[config.mk]
export PLATFORM = sky130hd
export DESIGN_NAME = tsff_top
export DESIGN_NICKNAME = d
export VERILOG_FILES = /design/src/logic/tsff_pkg.sv /design/src/logic/tsff_sync.sv /design/src/logic/tsff_top.sv
export VERILOG_INCLUDE_DIRS = /design/src /design/src/logic
export SDC_FILE = /design/constraint.sdc
export NUM_CORES = 1
export LEC_CHECK = 0
export BUFFER_PORTS_ARGS = -buffer_cell sky130_fd_sc_hd__buf_4
export CAP_MARGIN = 20
export CORE_ASPECT_RATIO = 0.75
export CORE_MARGIN = 3
export CORE_UTILIZATION = 52
export CTS_BUF_LIST = sky130_fd_sc_hd__clkbuf_8
export CTS_CLUSTER_DIAMETER = 50
export DETAILED_ROUTE_END_ITERATION = 8
export PLACE_DENSITY = 0.84
export SYNTH_ARGS = -nofsm -noshare
export SYNTH_HDL_FRONTEND = slang
export SYNTH_HIERARCHICAL = 1
export SYNTH_SLANG_ARGS = --single-unit
[constraint.sdc]
create_clock -name sys_clk -period 2 [get_ports sys_clk]
set_clock_uncertainty 0.2 [all_clocks]
set_input_delay 0.6 -clock sys_clk [delete_from_list [all_inputs] [get_ports sys_clk]]
set_output_delay 0.6 -clock sys_clk [all_outputs]
set_load 0.005 [all_outputs]
[src/logic/tsff_consts.svh]
// Timing constants for the thermal shutdown and fault flag block
`ifndef TSFF_CONSTS_SVH
`define TSFF_CONSTS_SVH

// Clock period in picoseconds (200 MHz)
`define TSFF_CLK_PERIOD_PS 5000
// Total fault frame period in nanoseconds
`define TSFF_FRAME_NS 36000
// Number of portions in one frame: alert, channel one, channel two
`define TSFF_PORTIONS 3
// Cycles in one frame, rounded down
`define TSFF_FRAME_CYC ((`TSFF_FRAME_NS * 1000) / `TSFF_CLK_PERIOD_PS)
// Cycles in one portion
`define TSFF_PORTION_CYC (`TSFF_FRAME_CYC / `TSFF_PORTIONS)

`endif

[src/logic/tsff_pkg.sv]
// Types shared by the thermal shutdown and fault flag block
`default_nettype none
package tsff_pkg;
    // Fault frame sequencer phases
    typedef enum logic [1:0] {
        TSFF_IDLE,
        TSFF_ALERT,
        TSFF_CH1,
        TSFF_CH2
    } tsff_phase_t;
endpackage
`default_nettype wire

[src/logic/tsff_sync.sv]
// Two-flop synchroniser for a bus of pin inputs
`default_nettype none
module tsff_sync #(
    parameter int WIDTH = 1
) (
    // Clock and reset
    input wire logic sys_clk,
    input wire logic rst_n,
    // Data
    input wire logic [WIDTH-1:0] d,
    output logic [WIDTH-1:0] q
);
    typedef struct packed {
        logic [WIDTH-1:0] meta;
        logic [WIDTH-1:0] sync;
    } tsff_sync_state_t;

    tsff_sync_state_t st;
    tsff_sync_state_t next_st;

    // Shift chain, first stage only feeds second
    always_comb begin
        next_st.meta = d;
        next_st.sync = st.meta;
        if (!rst_n) begin
            next_st = '0;
        end
    end

    // State register
    always_ff @(posedge sys_clk) begin
        st <= next_st;
    end

    assign q = st.sync;
endmodule
`default_nettype wire

[src/logic/tsff_top.sv]
// Die overheat shutdown and fault flag frame generator
//
// Contract
// Overheat above upper trip shuts chip down
// Detection armed: supply valid, any enable
// All PWM outputs high impedance in shutdown
// Recover below lower level, restart power-up
// Repeating frame: alert, flag one, flag two
// Flag portion high while its fault present (code latches the fault from frame start and holds the portion high)
// Frames start on fault, stop after power-good
// Frame in progress completes before stopping
// Idle pin low; portion width parameterised
`include "tsff_consts.svh"
`default_nettype none
module tsff_top
    import tsff_pkg::*;
#(
    parameter int PWM_CH = 4,
    parameter int PORTION_CYC = `TSFF_PORTION_CYC
) (
    // Clock and reset
    input wire logic sys_clk,
    input wire logic rst_n,
    // Supply and enable status pins
    input wire logic internal_supply_valid,
    input wire logic enable_ch1,
    input wire logic enable_ch2,
    // Die temperature comparators (above upper trip, below lower level)
    input wire logic temp_above_trip,
    input wire logic temp_below_recover,
    // Confirmed faults per channel and power-good
    input wire logic fault_ch1,
    input wire logic fault_ch2,
    input wire logic power_good_out,
    // PWM requests from the regulation loop
    input wire logic [PWM_CH-1:0] pwm_in,
    // PWM pins, two signals each (data and output enable)
    output logic [PWM_CH-1:0] pwm_out,
    output logic [PWM_CH-1:0] pwm_oe,
    // Chip-wide shutdown and power-up restart pulse
    output logic die_overheat_shutdown,
    output logic power_up_restart,
    // Fault indicator pin and its alert-portion flag
    output logic fault_pin,
    output logic alert_portion
);
    localparam int CW = $clog2(PORTION_CYC + 1);
    localparam logic [CW-1:0] LAST = CW'(PORTION_CYC - 1);

    typedef struct packed {
        logic shutdown;
        logic restart;
        logic active;
        logic flag1;
        logic flag2;
        tsff_phase_t phase;
        logic [CW-1:0] cnt;
        logic [PWM_CH-1:0] pwm;
        logic [PWM_CH-1:0] oe;
        logic pin;
    } tsff_state_t;

    tsff_state_t st;
    tsff_state_t next_st;

    logic [7:0] raw;
    logic [7:0] syn;
    logic armed;
    logic any_fault;
    logic pg;

    // -----------------------------------------------------------------
    // Pin synchronisers
    // -----------------------------------------------------------------
    assign raw = {internal_supply_valid, enable_ch1, enable_ch2,
                  temp_above_trip, temp_below_recover, fault_ch1,
                  fault_ch2, power_good_out};

    tsff_sync #(.WIDTH(8)) u_sync (
        .sys_clk(sys_clk),
        .rst_n(rst_n),
        .d(raw),
        .q(syn)
    );

    // armed detection
    assign armed = syn[7] && (syn[6] || syn[5]);
    assign any_fault = syn[2] || syn[1];
    assign pg = syn[0];

    // -----------------------------------------------------------------
    // Next-state logic
    // -----------------------------------------------------------------
    always_comb begin
        next_st = st;
        next_st.restart = 1'b0;

        // shutdown on overheat
        if (!st.shutdown && armed && syn[4]) begin
            next_st.shutdown = 1'b1;
        end
        // automatic recovery
        if (st.shutdown && syn[3]) begin
            next_st.shutdown = 1'b0;
            next_st.restart = 1'b1;
        end

        // tri-state PWM pins
        if (next_st.shutdown) begin
            next_st.oe = '0;
            next_st.pwm = '0;
        end else begin
            next_st.oe = '1;
            next_st.pwm = pwm_in;
        end

        // start on confirmed fault, stop once power-good returns
        if (any_fault) begin
            next_st.active = 1'b1;
        end else if (pg) begin
            next_st.active = 1'b0;
        end

        // frame sequencer
        case (st.phase)
            TSFF_IDLE: begin
                next_st.cnt = '0;
                if (next_st.active) begin
                    next_st.phase = TSFF_ALERT;
                end
            end
            TSFF_ALERT: begin
                // latch flags at frame start
                next_st.flag1 = st.flag1 | syn[2];
                next_st.flag2 = st.flag2 | syn[1];
                next_st.cnt = st.cnt + CW'(1);
                if (st.cnt == LAST) begin
                    next_st.cnt = '0;
                    next_st.phase = TSFF_CH1;
                end
            end
            TSFF_CH1: begin
                next_st.flag1 = st.flag1 | syn[2];
                next_st.cnt = st.cnt + CW'(1);
                if (st.cnt == LAST) begin
                    next_st.cnt = '0;
                    next_st.phase = TSFF_CH2;
                end
            end
            TSFF_CH2: begin
                next_st.flag2 = st.flag2 | syn[1];
                next_st.cnt = st.cnt + CW'(1);
                if (st.cnt == LAST) begin
                    // frame ends whole before stopping
                    next_st.cnt = '0;
                    next_st.flag1 = syn[2];
                    next_st.flag2 = syn[1];
                    next_st.phase = next_st.active ? TSFF_ALERT : TSFF_IDLE;
                end
            end
            default: begin
                next_st.phase = TSFF_IDLE;
                next_st.cnt = '0;
            end
        endcase

        // flag portions high once fault latched this frame; R9 idle low
        case (next_st.phase)
            TSFF_ALERT: next_st.pin = 1'b1;
            TSFF_CH1: next_st.pin = next_st.flag1;
            TSFF_CH2: next_st.pin = next_st.flag2;
            default: next_st.pin = 1'b0;
        endcase
        if (next_st.phase == TSFF_IDLE) begin
            next_st.flag1 = 1'b0;
            next_st.flag2 = 1'b0;
        end

        if (!rst_n) begin
            next_st = '0;
            next_st.phase = TSFF_IDLE;
        end
    end

    // State register
    always_ff @(posedge sys_clk) begin
        st <= next_st;
    end

    // -----------------------------------------------------------------
    // Outputs
    // -----------------------------------------------------------------
    assign pwm_out = st.pwm;
    assign pwm_oe = st.oe;
    assign die_overheat_shutdown = st.shutdown;
    assign power_up_restart = st.restart;
    assign fault_pin = st.pin;
    assign alert_portion = (st.phase == TSFF_ALERT);
endmodule
`default_nettype wire

==> summary.txt <==
Clocking
  – Clock Latency Late Sink: 0.30 ns
  – CTS H-tree depth: 2
  – CTS tree: yes
  – Clock Root Buffer: clkbuf_8
  – Clk slew on worst S/H paths: 0.08 ns
  – Number of CTS-inserted buffers: 5
  – Clock Path Buffers: 2
  – Total clock sinks: 41

Cells and area
  – Area growth syn-to-layout: 21.7%
  – Nets: 226
  – Post-Layout Cell Count: 246
  – Share of layout cells above drive strength 1: 40.9%
  – Diodes inserted: 0
  – FILL cells: 232
  – Area occupied by registers: 833 sq um
  – Finished Cell Area: 2120 sq um
  – Multi-input gate area: 840 sq um

Timing
  – Worst Slack Setup Final: -0.0367 ns
  – Slew HR: 71.3%
  – Minimum clock period: 2.04 ns
  – Final Hold Fails: 0
  – RSZ-0062 raised after global routing: true
  – Fmax: 491 MHz
  – Final TNS setup: -0.102 ns
  – Worst Tran Pin Value: 0.427 ns
  – Final worst path period share: 102%
  – Final setup vio count: 3
  – Final Max Slew Viols: 0

Drt
  – Iteration count of the initial detailed-routing pass: 4
  – WL/cell: 14.1 um
  – DR iter-0 viols: 109
  – Top sig layer: met4
  – Routed wl met2: 1.62 mm
  – Routed length on met3: 241 um
  – M1 WL: 1.56 mm
  – Total Wirelength: 3.47 mm
  – Drc violations: 0
  – Post-route ant nets: 0
  – DR vias: 1309
  – Drt via density: 5.32

Global routing
  – Vias in the first global route: 1223
  – Initial antenna violation count: 0
  – Global route overflow: 0
  – First-pass GRT wire length: 5.51 mm
  – GRT Overall Usage: 17.3%
  – Largest net degree at the start of global routing: 25

Placement
  – Area after DPL: 1930 sq um
  – Final HPWL DP: 2.50 mm
  – RePlAce Congestion: 1.02
  – Input/output buffers: 25
  – Cell total after placement: 237

Pwr
  – Worst vdd ir: 0.574 mV
  – PwrDens: 747 nW/um^2
  – Leakage power: 0.887 nW

Die
  – IO Pins: 26
  – DIE WIDTH: 72.9 um
  – Core area: 3060 sq um
  – Full die area: 4090 sq um
  – Starting Density: 56.9%
  – Row cnt: 17
  – Die height: 56.2 um

Yosys
  – Top-area cell type share of the netlist area: 47.1%
  – Synthesized Nets: 200
  – Register bit total from synthesis: 41
  – Asr flop ratio synth: 0%
  – Area contributors post-synth: dfxtp_1 (47%), buf_4 (6.9%), and2_2 (5.6%)
  – Post-synthesis average cell area: 9.64 sq um
  – Post-Synth Adder-Cell Area: 3.59%
  – Mux contribution to synthesized area: 0.574%
  – Post-synth EDFFs: 0
  – Area leader, netlist: dfxtp_1
  – Post-Synth XOR/XNOR Area: 5.02%
  – Synth Warn #: 6
  – Seq/Total Area, Yosys: 47.1%
  – Netlist cell types: 41
  – Cell Area, Synth: 1740 sq um
  – Largest family of logic cells by synthesized area: simple AND/OR/NAND/NOR gates
  – Simple-gate share of the synthesized area: 27.5%
  – Synth Flop Type: dfxtp_1
  – Synthesized instance count: 181
  – Compound-gate portion of the synthesized area: 6.81%

Critical path
  – CP max stage cell: or4_4
  – CP Data Arrival Time: 2.07 ns
  – Setup CP Type: reg2reg
  – CP max stage delay: 0.54 ns
  – CP required: 2.04 ns
  – CP cell instances: or3_4 -> or4_4 -> a22oi_2 -> a31oi_2 -> nor3b_2
  – Setup crit end kind: flop
  – R2R Path End: st[24]
  – Startpoint Class: flop
  – Reg-to-reg startpoint: st[18]
  – Flop2flop setup slack: -0.04 ns
  – CP endpoint: st[24]
  – Reg2Reg Depth: 5
  – CP Max Fanout: 4
  – Critical path launch point: st[18]

Status
  – Failing checks: negative setup slack
  – Status: complete, but fails checks

Hold path
  – Worst min-delay path class: reg2reg
  – Hold path cells: 1

Flow run
  – Max-Cap Viols: 0
[worst max-delay path: cells and delay by family, from the launching register on]
family           cells  cell delay (ns)
flip-flops           1             0.33
AO/OA/AOI/OAI        2             0.31
AND/OR/NAND/NOR      3             1.12
[area by class of cell]
class                      instances  share of cell area [%]
clock inverter                     3                    1.18
sequential                        41                    39.3
timing repair buffer              37                    13.1
clock buffer                       5                    3.24
multi-input combinational        114                    39.6
tap                               38                    2.24
inverter                           8                    1.42
[routing by layer]
metal,track usage [%],vias to the layer above
met2,27.1,40
met4,7.11,0
met1,22.1,615
met5,0,-
li1,-,648
met3,4.87,6
[where the power goes]
group / internal (mW) / switching [mW]
Combinational: 0.0981 / 0.0774
Clock: 0.251 / 0.301
Sequential: 0.844 / 0.0134
[state kept, by name (all words and copies together), names as in the netlist]
signal,cells
die_overheat_shutdown,1
fault_pin,1
power_up_restart,1
pwm_oe,1
pwm_out,4
st,17
u_sync/q,8
u_sync/st,8
[cells by family after synthesis]
logic type,Yosys count
mux,1
flops,41
compound gates,16
xor+xnor,10
buf+inv,26
simple gates,82
fa+ha+maj,5
[worst min-delay path by stage]
stage | start | endpoint | slack, ns
global placement | u_sync/st[15] | u_sync/q[7] | 0.23
CTS | u_sync/st[14] | u_sync/q[6] | 0.25
global route | u_sync/st[8] | u_sync/q[0] | 0.26
floorplan | u_sync/st[8] | u_sync/q[0] | 0.23
detailed placement | u_sync/st[14] | u_sync/q[6] | 0.23
finish | u_sync/st[8] | u_sync/q[0] | 0.25
[placed cells by master (no fill, tap or decap), drive strengths merged, types with 4 or more instances in the layout]
| cell | n |
|---|---|
| and3 | 8 |
| xor2 | 6 |
| xnor2 | 4 |
| nand2 | 7 |
| buf | 37 |
| dfxtp | 41 |
| clkbuf | 5 |
| ha | 5 |
| inv | 9 |
| nor2 | 19 |
| nand3 | 4 |
| nor3 | 7 |
| and2 | 19 |
[synthesized netlist by cell type (2+ instances only)]
cell / number
nand4_1: 2
nand3_1: 4
nor3b_1: 2
or2_2: 2
dfxtp_1: 41
ha_1: 5
nor3_1: 7
and2_1: 6
and3_1: 7
a32oi_1: 3
o211ai_1: 2
buf_4: 16
nor2_1: 19
nand3b_1: 2
a31oi_1: 2
a21oi_1: 3
xnor2_1: 4
xor2_1: 6
and2_2: 13
inv_1: 8
nand2_1: 7
[repair_timing]
action                                  CTS  global route
hold buffers                              0             0
hold endpoints to repair                  0             0
pin swaps                                 5             3
endpoints found under the setup margin    6             8
buffers inserted                          0             1
gates resized for setup                   8            15
[per-stage QoR]
| stage | utilization [%] | hold WS (ns) | power (mW) | setup WS [ns] |
|---|---|---|---|---|
| after floorplan | - | 0.226 | 0.973 | 0.0219 |
| after global placement | 63.0 | 0.231 | 1.02 | 0.0273 |
| after detailed placement | 63.0 | 0.231 | 1.02 | -0.0811 |
| after CTS | 66.9 | 0.251 | 1.58 | -0.0306 |
| after global routing | 69.3 | 0.258 | 1.65 | -0.105 |
| final | 69.3 | 0.250 | 1.59 | -0.0367 |
Power figures use the tool's default switching activity.
